File: src/hw/ews_params.svh
// How it works
// - ready high: finish at phase one fall
// - ready low: add one cycle, hold bus
// - ignore ready on on-chip accesses
// - microstate low during phase one low
// - release data before memory drives it
// - sample ready once, early second half
`ifndef EWS_PARAMS_SVH
`define EWS_PARAMS_SVH

// clock and machine cycle timing
`define EWS_CLK_NS       4
`define EWS_QUARTER_NS   25
`define EWS_QUARTER_CYC  ((`EWS_QUARTER_NS + `EWS_CLK_NS - 1) / `EWS_CLK_NS)

// quarters of a machine cycle; phase one falls at quarter 0
`define EWS_Q_START      2'h0
`define EWS_Q_SAMPLE     2'h2

// bus widths and reset values
`define EWS_AW           16
`define EWS_DW           16
`define EWS_WAIT_W       8
`define EWS_ADDR_RST     16'h0000

`endif

File: src/hw/ews_pkg.sv
`default_nettype none
package ews_pkg;

	// address space of an access
	typedef enum logic [1:0] {
		EWS_SP_PROG = 2'h0,
		EWS_SP_DATA = 2'h1,
		EWS_SP_IO   = 2'h2
	} ews_space_t;

	// bus sequencer states
	typedef enum logic [1:0] {
		EWS_ST_IDLE = 2'h1,
		EWS_ST_ACC  = 2'h2
	} ews_state_t;

	// quarter timing from the phase generator
	typedef struct packed {
		logic [1:0] quarter;
		logic       tick;
	} ews_phase_t;

	// request from the core side
	typedef struct packed {
		logic       req;
		logic       we;
		logic       onchip;
		ews_space_t space;
		logic [15:0] addr;
		logic [15:0] wdata;
	} ews_req_t;

	// external bus pins driven by the device
	typedef struct packed {
		logic [15:0] addr;
		logic [15:0] dout;
		logic        doe;
		logic        rw;
		logic        strobe_n;
		logic        prog_n;
		logic        data_n;
		logic        io_n;
		logic        msc_n;
		logic        ph1;
		logic        ph2;
	} ews_pins_t;

endpackage
`default_nettype wire

File: src/hw/ews_phase_gen.sv
`timescale 1ns/1ps
`default_nettype none
`include "ews_params.svh"
module ews_phase_gen
	import ews_pkg::*;
(
	input  wire logic i_clk,
	input  wire logic i_resetn,
	output ews_phase_t o_phase
);
	typedef struct packed {
		logic [7:0] cnt;
		ews_phase_t ph;
	} ews_pg_st_t;

	localparam logic [7:0] LAST = 8'(`EWS_QUARTER_CYC - 1);

	ews_pg_st_t st_r;
	ews_pg_st_t st_nxt;

	// quarter divider, tick marks the first clock of each quarter
	always_comb
	begin
		st_nxt = st_r;
		st_nxt.ph.tick = 1'b0;
		if (st_r.cnt == LAST)
		begin
			st_nxt.cnt = 8'h00;
			st_nxt.ph.quarter = st_r.ph.quarter + 2'h1;
			st_nxt.ph.tick = 1'b1;
		end
		else
			st_nxt.cnt = st_r.cnt + 8'h01;
	end

	always_ff @(posedge i_clk)
	begin
		if (!i_resetn)
			st_r <= '{cnt: LAST, ph: '{quarter: 2'h3, tick: 1'b0}};
		else
			st_r <= st_nxt;
	end

	assign o_phase = st_r.ph;
endmodule
`default_nettype wire

File: src/hw/ews_bus_ctrl.sv
`timescale 1ns/1ps
`default_nettype none
`include "ews_params.svh"
module ews_bus_ctrl
	import ews_pkg::*;
(
	input  wire logic                    i_clk,
	input  wire logic                    i_resetn,
	input  wire ews_req_t                i_req,
	input  wire logic                    i_ready,
	input  wire logic [`EWS_DW-1:0]      i_data_in,
	output logic                         o_accept,
	output logic                         o_done,
	output logic [`EWS_DW-1:0]           o_rdata,
	output logic [`EWS_WAIT_W-1:0]       o_wait_count,
	output ews_pins_t                    o_pins
);
	typedef struct packed {
		ews_state_t            state;
		logic                  first;
		logic                  rdy_ok;
		ews_req_t              cur;
		logic [`EWS_DW-1:0]    rdata;
		logic                  done;
		logic [`EWS_WAIT_W-1:0] waits;
		ews_pins_t             pins;
	} ews_bc_st_t;

	ews_phase_t ph;
	ews_bc_st_t st_r;
	ews_bc_st_t st_nxt;
	logic       start;

	ews_phase_gen u_phase
	(
		.i_clk    (i_clk),
		.i_resetn (i_resetn),
		.o_phase  (ph)
	);

	// select pin for a space, low while accessing it externally
	function automatic logic sel_n(input ews_bc_st_t s, input ews_space_t sp);
		sel_n = !(s.state == EWS_ST_ACC && !s.cur.onchip && s.cur.space == sp);
	endfunction

	// a new access may begin when phase one falls and the bus is idle or the current access ends
	assign start = ph.tick && ph.quarter == `EWS_Q_START && i_req.req &&
		(st_r.state == EWS_ST_IDLE || st_r.rdy_ok);
	assign o_accept = start;

	always_comb
	begin
		st_nxt = st_r;
		st_nxt.done = 1'b0;
		case (st_r.state)
			EWS_ST_IDLE:
			begin
				st_nxt.state = EWS_ST_IDLE;
			end
			EWS_ST_ACC:
			begin
				// single sample per machine cycle
				if (ph.tick && ph.quarter == `EWS_Q_SAMPLE)
				begin
					st_nxt.first = 1'b0;
					// on-chip space never waits
					st_nxt.rdy_ok = st_r.cur.onchip || i_ready;
				end
				if (ph.tick && ph.quarter == `EWS_Q_START)
				begin
					if (st_r.rdy_ok)
					begin
						// end at the phase one falling edge
						st_nxt.state = EWS_ST_IDLE;
						st_nxt.done = 1'b1;
						st_nxt.rdy_ok = 1'b0;
						if (!st_r.cur.we)
							st_nxt.rdata = i_data_in;
					end
					else
						// one more machine cycle, all pins but ph1 and ph2 held
						st_nxt.waits = st_r.waits + 8'h01;
				end
			end
			default:
			begin
				st_nxt.state = EWS_ST_IDLE;
			end
		endcase
		if (start)
		begin
			st_nxt.state = EWS_ST_ACC;
			st_nxt.first = 1'b1;
			st_nxt.rdy_ok = 1'b0;
			st_nxt.cur = i_req;
			st_nxt.waits = '0;
		end
		// pins follow the new state and the current quarter
		st_nxt.pins.ph1 = ph.quarter[1];
		st_nxt.pins.ph2 = ph.quarter == 2'h0 || ph.quarter == 2'h3;
		st_nxt.pins.addr = st_nxt.cur.addr;
		st_nxt.pins.rw = !(st_nxt.state == EWS_ST_ACC && st_nxt.cur.we);
		st_nxt.pins.prog_n = sel_n(st_nxt, EWS_SP_PROG);
		st_nxt.pins.data_n = sel_n(st_nxt, EWS_SP_DATA);
		st_nxt.pins.io_n = sel_n(st_nxt, EWS_SP_IO);
		// strobe stays low through wait cycles
		st_nxt.pins.strobe_n = !(st_nxt.state == EWS_ST_ACC &&
			!st_nxt.cur.onchip &&
			!(st_nxt.first && ph.quarter == `EWS_Q_START));
		// marks every operation's start, phase one low
		st_nxt.pins.msc_n = !(st_nxt.state == EWS_ST_ACC && st_nxt.first &&
			!ph.quarter[1]);
		// drive data only under strobe, released as strobe rises
		st_nxt.pins.doe = !st_nxt.pins.strobe_n && st_nxt.cur.we;
		st_nxt.pins.dout = st_nxt.cur.wdata;
	end

	always_ff @(posedge i_clk)
	begin
		if (!i_resetn)
		begin
			st_r <= '0;
			st_r.state <= EWS_ST_IDLE;
			st_r.cur.addr <= `EWS_ADDR_RST;
			st_r.pins.rw <= 1'b1;
			st_r.pins.strobe_n <= 1'b1;
			st_r.pins.prog_n <= 1'b1;
			st_r.pins.data_n <= 1'b1;
			st_r.pins.io_n <= 1'b1;
			st_r.pins.msc_n <= 1'b1;
		end
		else
			st_r <= st_nxt;
	end

	assign o_done = st_r.done;
	assign o_rdata = st_r.rdata;
	assign o_wait_count = st_r.waits;
	assign o_pins = st_r.pins;

	// checks
	finish_on_ready_a: assert property (@(posedge i_clk) disable iff (!i_resetn)
		(st_r.state == EWS_ST_ACC && st_r.rdy_ok && ph.tick &&
		ph.quarter == `EWS_Q_START) |=> (o_done && st_r.state != EWS_ST_ACC
		|| o_accept == 1'b0 && o_done))
		else $error("access did not end after ready high");

	wait_holds_bus_a: assert property (@(posedge i_clk) disable iff (!i_resetn)
		(st_r.state == EWS_ST_ACC && !st_r.rdy_ok && !st_r.first && ph.tick &&
		ph.quarter == `EWS_Q_START && !st_r.cur.onchip)
		|=> !o_done && !o_pins.strobe_n && $stable(o_pins.addr))
		else $error("wait cycle changed the bus");

	onchip_no_wait_a: assert property (@(posedge i_clk) disable iff (!i_resetn)
		(st_r.state == EWS_ST_ACC && st_r.cur.onchip)
		|-> o_wait_count == 8'h00 && o_pins.strobe_n)
		else $error("on-chip access waited or strobed");

	msc_in_ph1_low_a: assert property (@(posedge i_clk) disable iff (!i_resetn)
		!o_pins.msc_n |-> !o_pins.ph1)
		else $error("microstate low outside phase one low");

	msc_after_start_a: assert property (@(posedge i_clk) disable iff (!i_resetn)
		start |=> !o_pins.msc_n)
		else $error("operation start without microstate");

	data_release_a: assert property (@(posedge i_clk) disable iff (!i_resetn)
		o_pins.doe |-> !o_pins.strobe_n && !o_pins.rw)
		else $error("data driven outside write strobe");

	sample_quarter_a: assert property (@(posedge i_clk) disable iff (!i_resetn)
		$rose(st_r.rdy_ok) |-> $past(ph.quarter) == `EWS_Q_SAMPLE)
		else $error("ready taken outside sampling point");

	cov_zero_wait: cover property (@(posedge i_clk) disable iff (!i_resetn)
		o_done && o_wait_count == 8'h00);
	cov_two_wait: cover property (@(posedge i_clk) disable iff (!i_resetn)
		o_done && o_wait_count == 8'h02);
	cov_back_to_back: cover property (@(posedge i_clk) disable iff (!i_resetn)
		start && st_r.state == EWS_ST_ACC);
endmodule
`default_nettype wire

File: config.mk
export PLATFORM = sky130hd
export DESIGN_NAME = ews_bus_ctrl
export DESIGN_NICKNAME = d
export VERILOG_FILES = /design/src/hw/ews_pkg.sv /design/src/hw/ews_phase_gen.sv /design/src/hw/ews_bus_ctrl.sv
export VERILOG_INCLUDE_DIRS = /design/src /design/src/hw
export SDC_FILE = /design/constraint.sdc
export NUM_CORES = 1
export LEC_CHECK = 0
export BUFFER_PORTS_ARGS = -buffer_cell sky130_fd_sc_hd__buf_2
export CAP_MARGIN = 40
export CORE_UTILIZATION = 49
export CTS_BUF_LIST = sky130_fd_sc_hd__clkbuf_16
export DETAILED_ROUTE_END_ITERATION = 12
export GPL_TIMING_DRIVEN = 1
export PLACE_DENSITY = 0.84
export SYNTH_ARGS = -nofsm -noshare
export SYNTH_HDL_FRONTEND = slang
export SYNTH_SLANG_ARGS = --single-unit
File: constraint.sdc
create_clock -name i_clk -period 2.1 [get_ports i_clk]
set_clock_uncertainty 0.1 [all_clocks]
set_input_delay 0.105 -clock i_clk [delete_from_list [all_inputs] [get_ports i_clk]]
set_output_delay 0.105 -clock i_clk [all_outputs]
set_load 0.005 [all_outputs]
==> qor.txt, run 1 <==
Arr. time, crit path: 2.07 ns
DRC Markers: 0
Fin. Hold Viols: 0
Largest net degree at the start of global routing: 55
Clock Tree Buf Depth: 2
Setup WS pre-CTS: 0.208 ns
Placed Area: 0.00399 sq mm
CTS H-tree depth: 3
Num CTS Buffers: 9
Sequential share of power: 0.476
CP startpoint kind: flop
P_int: 2.83 mW
Layout cell share with drive strength beyond 1: 0.280
Max_slew headroom: 0.676
Synth Instances: 439
RSZ-0062 raised after global routing: no
ANT nets after route: 0
Global-route wire length before repair: 14000 um
Later-pin clock latency in the skew report: 0.33 ns
Die Height: 90.0 um
Initial antenna violation count: 0
Pins Over Slew Limit: 0
GP Congestion: 0.755
Worst Path Class, Setup: flop to flop
Seq/Total Area, Yosys: 0.449
FF+latch count, synth: 85
Min-delay worst type: input port to flop
Core Region: 0.00737 sq mm
Post-DP HPWL: 5090 um
Pwr dens: 766 mW/mm^2
Yosys Warn Count: 0
Unique masters post-synth: 42
Nets: 606
Number of port buffers: 122
Tcrit/Tclk final: 0.924
Highest ir drop seen on vdd: 485 uV
Switching part of the total: 0.234
Final TNS setup: 0 ns
WP data required: 2.23 ns
Ports: 123
Post-Route WL: 8440 um
Row count: 31
Critical path endpoint category: flop
First-pass detailed-route iteration total: 6
Chip width: 90.0 um
Final total power: 3.70 mW
Antenna diode count: 0
Syn nets: 500
MaxCap Viol Count: 0
DR vias/cell: 4.87
GRT Residual Overflow: 0
CTS tree: done
GRT Total Usage: 0.215
Initial drt markers: 110
CTS clock-pin slew for the worst setup and hold paths: 0.06 ns
Period minus WS final: 1.94 ns
Root Buffer: clkbuf_16
Initial Utilization: 0.515
Slew @ Worst Pin: 0.486 ns
CTS sink cnt: 85
NetSw: 0.866 mW
LEAKAGE: 2.06 nW
Via Count: 3161
Status: completed
Wire per inst: 13.0 um
Syn Area/Cell: 8.64 sq um
Cell area after layout: 0.00482 sq mm
Clk pwr share: 0.409
Combinational fraction of design power: 0.114
Vias in the first global route: 3053
Final setup fails: 0
Upper clock frequency limit: 515 MHz
Final worst slack: 0.159 ns
Synth-to-layout area growth: 27.2%
Hold Slack: 0.0736 ns
Synthesized area: 0.00379 sq mm
Worst-path fanout max: 30
DIE AREA: 0.00810 sq mm
layout by cell type, fill, tap and decap left out, types with 4 or more instances in the layout:
cell,instances
a21boi_0,36
o21ai_0,20
dlygate4sd3_1,52
clkbuf_16,9
buf_2,122
xnor2_1,9
inv_1,10
and3_1,6
buf_4,9
nor2b_1,5
nor2_1,17
nand3_1,23
nand2_1,96
ha_1,5
dfxtp_1,85
xor2_1,4
power groups by stage:
stage               registers, mW  logic (mW)  clock network [mW]
detailed placement           1.79       0.343                   0
CTS                          1.76       0.418                1.55
global route                 1.77       0.471                1.64
floorplan                    1.78       0.257                   0
global placement             1.79       0.327                   0
finish                       1.76       0.423                1.51
critical path: stages (launching register included):
cell       delay [ns]
dfxtp_1          0.35
inv_1            0.07
ha_1             0.26
o2111ai_4        0.15
buf_4            0.22
buf_4            0.32
nand2_1          0.10
a21boi_0         0.27
cell type report:
| type | instances | area (sq um) |
|---|---|---|
| repair buffers | 183 | 1200 |
| multi-input cells | 255 | 1460 |
| clock inverters | 7 | 63.8 |
| fillers | 585 | 2550 |
| flip-flops and latches | 85 | 1700 |
| clock buffers | 9 | 225 |
| inverters | 11 | 46.3 |
| well taps | 99 | 124 |
routing by layer:
layer | vias to the layer above | global-route usage | wire length [um]
met1 | 1438 | 0.243 | 3580
met2 | 116 | 0.380 | 4200
met5 | - | 0 | 0
li1 | 1587 | - | -
met3 | 20 | 0.0618 | 477
met4 | 0 | 0.0847 | 192
flip-flops by register name, summed over array words and instances (netlist names):
register	cells
o_done	1
o_pins	41
o_rdata	16
o_wait_count	8
st_r	8
u_phase.o_phase	3
u_phase.st_r	8
timing repair:
item	in CTS	in global routing
pin swaps	0	1
gates resized for setup	1	1
setup buffers	0	2
hold buffers	52	0
endpoints found under the setup margin	1	1
hold endpoints to repair	55	0
stage by stage:
stage               utilization  cells
floorplan                     -    439
global placement          0.542    579
detailed placement        0.542    579
CTS                       0.652    647
global route              0.654    649
finish                    0.654    649
synthesized netlist by cell type:
master,instances,share of area
inv_2,1,0.00099
nor4b_4,1,0.0063
nand3_1,23,0.030
o21ai_1,1,0.0013
a2111oi_2,1,0.0040
o21ai_0,20,0.026
nand2_2,1,0.0017
buf_4,67,0.13
a32oi_1,2,0.0046
nor3b_1,1,0.0020
nand4b_1,3,0.0069
and4b_1,1,0.0026
nor4_1,1,0.0017
a21boi_1,1,0.0020
buf_2,7,0.0092
nor4b_1,1,0.0023
dfxtp_1,85,0.45
or3b_1,1,0.0023
clkbuf_1,12,0.012
a211oi_1,1,0.0020
a21oi_1,2,0.0026
ha_1,5,0.016
nor3_2,1,0.0026
xor2_1,4,0.0092
a21boi_0,36,0.071
nor3_1,3,0.0040
nand2b_1,2,0.0033
and3_1,6,0.0099
nor4_2,3,0.0099
o31ai_1,1,0.0020
nor2_1,17,0.017
nand2_1,96,0.095
nor2b_1,5,0.0082
buf_1,1,0.00099
buf_6,1,0.0030
inv_1,10,0.0099
mux2i_1,1,0.0026
a22oi_1,1,0.0020
and2_1,2,0.0033
o2111ai_2,1,0.0040
xnor2_1,9,0.021
a22o_1,1,0.0023
path summary, 6_finish.rpt:
kind	depth (start not counted)	slack (ns)	start	to
setup / recovery	7	0.16	u_phase.o_phase[1]	o_pins[27]
hold / removal	2	0.07	i_resetn	u_phase.o_phase[1]
setup reg to reg	7	0.16	u_phase.o_phase[1]	o_pins[27]
hold reg to reg	2	0.36	o_rdata[11]	o_rdata[11]
cell families (layout without fill, tap and decap cells):
family          Yosys count  after routing  share of synthesized area
simple gates            168            168                      0.209
buf+inv                  99            210                      0.169
flops                    85             85                      0.449
compound gates           68             68                      0.124
xor+xnor                 13             13                     0.0300
fa+ha+maj                 5              5                     0.0165
mux                       1              1                    0.00264
Power figures use the tool's default switching activity.
==> inputs of run 2 (changes only) <==
Settings changed: CELL_PAD_IN_SITES_DETAIL_PLACEMENT set to 1, CELL_PAD_IN_SITES_GLOBAL_PLACEMENT set to 2, CORE_UTILIZATION 49 to 29, PLACE_DENSITY 0.84 to 0.86, RECOVER_POWER set to 25.
==> run 2 against run 1 <==
Compared with the run above:
- clock power rose by 13%
- via count barely moved
- critical path depth fell by 1
- count of clock-buffer cells in the layout did not move
- global-route usage fell by 6.4 points
- setup slack improved by 0.0093 ns
- cell count rose by 11%
- worst hold slack improved by 0.044 ns
- highest routed layer unchanged
==> qor.txt, run 2 (synthesis results as in run 1) <==
Fillers: 1543 (+160%)
Die Height: 116 um (+29%)
Status: completed
Arr. time, crit path: 1.73 ns (-0.34 ns)
DIE AREA: 0.0135 sq mm (+67%)
MaxCap Viol Count: 0 (unchanged)
Core Region: 0.0127 sq mm (+72%)
Final setup fails: 0 (unchanged)
Vias in the first global route: 3214 (+5.3%)
WP data required: 1.89 ns (-0.34 ns)
Largest net degree at the start of global routing: 36 (-35%)
GP Congestion: 0.723 (-4.3%)
ANT nets after route: 0 (unchanged)
Upper clock frequency limit: 518 MHz (+0.48%)
Nets: 604 (-0.33%)
Chip width: 116 um (+29%)
Max_slew headroom: 0.621 (-0.0549)
Multi-input gate area: 0.00146 sq mm (unchanged)
Initial antenna violation count: 0 (unchanged)
Later-pin clock latency in the skew report: 0.34 ns (about the same)
Period minus WS final: 1.93 ns (-0.00931 ns)
Num CTS Buffers: 9 (unchanged)
GRT Residual Overflow: 0 (unchanged)
Fin. Hold Viols: 0 (unchanged)
Cell area after layout: 0.00491 sq mm (+1.8%)
Synth-to-layout area growth: 29.5%
Initial drt markers: 66 (-40%)
Seq. cell area: 0.00170 sq mm (unchanged)
Root Buffer: clkbuf_16
Pins Over Slew Limit: 0 (unchanged)
Pwr dens: 795 mW/mm^2 (+3.7%)
Row count: 41 (+32%)
Slew @ Worst Pin: 0.568 ns (+0.0823 ns)
Commonest non-fill, non-tap cell in the layout: buf_2
Most frequent cells in the layout: buf_2, nand2_1, dfxtp_1
DRC Markers: 0 (unchanged)
Wire per inst: 14.0 um (+7.5%)
RSZ-0062 raised after global routing: no
Setup WS pre-CTS: 0.248 ns (+0.0404 ns)
CTS sink cnt: 85 (unchanged)
Post-Route WL: 10100 um (+19%)
FF-to-FF path depth: 7 (unchanged)
Worst Path Class, Setup: flop to primary output
CTS H-tree depth: 3 (unchanged)
Global-route wire length before repair: 15400 um (+10%)
DR vias/cell: 4.39 (-9.8%)
Number of port buffers: 122 (unchanged)
Final TNS setup: 0 ns (unchanged)
Antenna diode count: 0 (unchanged)
Initial Utilization: 0.299 (-0.215)
Placed Area: 0.00410 sq mm (+2.6%)
Final worst slack: 0.169 ns (+0.00931 ns)
Critical path endpoint category: primary output
CP startpoint kind: flop
Via Count: 3164 (+0.095%)
Hold Slack: 0.118 ns (+0.0440 ns)
First-pass detailed-route iteration total: 6 (unchanged)
Hold Path Depth: 3 (+1)
LEAKAGE: 1.99 nW (-3.2%)
Highest ir drop seen on vdd: 282 uV (-42%)
Clock Tree Buf Depth: 2 (unchanged)
Post-DP HPWL: 6530 um (+28%)
Worst-path fanout max: 31 (+3.3%)
Min-delay worst type: input port to flop
Layout cell share with drive strength beyond 1: 0.245 (-0.0355)
Tcrit/Tclk final: 0.920 (-0.00443)
CTS tree: done
Ports: 123 (unchanged)
CTS clock-pin slew for the worst setup and hold paths: 0.06 ns (about the same)
Finished Core Util: 0.387 (-0.267)
GRT Total Usage: 0.151 (-0.0641)
Number of flip-flops under the largest register name: 41 (unchanged)
-- run 2: cell count changes in the layout (fill, tap and decap cells not counted), sizes merged --
cell / previous run / this run
bufinv: 1 / 2
clkinv: 4 / 3
clkbuf: 9 / 28
buf: 131 / 110
inv: 12 / 11
clkinvlp: 1 / 2
-- run 2: power breakdown --
| group | total (mW) | switching (mW) | leakage [nW] | internal [mW] |
|---|---|---|---|---|
| clock network | 1.70 | 0.669 | 0.151 | 1.04 |
| logic | 0.435 | 0.209 | 1.15 | 0.226 |
| registers | 1.76 | 0.0747 | 0.687 | 1.69 |
| total | 3.90 | 0.953 | 1.99 | 2.95 |
-- run 2: area by class of cell --
cell class | count | area share
multi-input combinational | 255 | 0.298
sequential | 85 | 0.347
timing repair buffer | 181 | 0.239
tap | 172 | 0.0438
clock inverter | 7 | 0.0183
clock buffer | 9 | 0.0459
inverter | 11 | 0.00892
-- run 2: layer usage --
metal  vias up  GRT usage  routed length (um)
met5         -          0                   0
met4         0     0.0906                 274
met3        20     0.0337                 380
met2        65      0.269                5320
met1      1502      0.162                4090
li1       1577          -                   -
-- run 2: worst paths after layout --
kind                      start          to  slack [ns]
min                     i_ready   st_r[103]        0.12
max reg2reg  u_phase.o_phase[2]  o_pins[26]        0.22
min reg2reg          o_rdata[6]  o_rdata[6]        0.36
max          u_phase.o_phase[1]    o_accept        0.17
-- run 2: worst max-delay path: stages, from the launching register on --
cell,delay [ns]
dfxtp_1,0.32
inv_1,0.08
ha_1,0.26
o2111ai_4,0.17
inv_4,0.19
buf_12,0.21
buf_2,0.14
-- run 2: per-stage QoR --
stage	power, mW	instances
finish	3.90	720
global route	4.08	720
CTS	3.97	720
detailed placement	2.16	652
global placement	2.14	652
floorplan	2.03	439
-- run 2: repair_timing --
| item | CTS | global route |
|---|---|---|
| setup buffers | 0 | 0 |
| resized for setup | 0 | 2 |
| setup endpoints to repair | 0 | 1 |
| hold endpoints to repair | 55 | 0 |
| hold buffers | 52 | 0 |
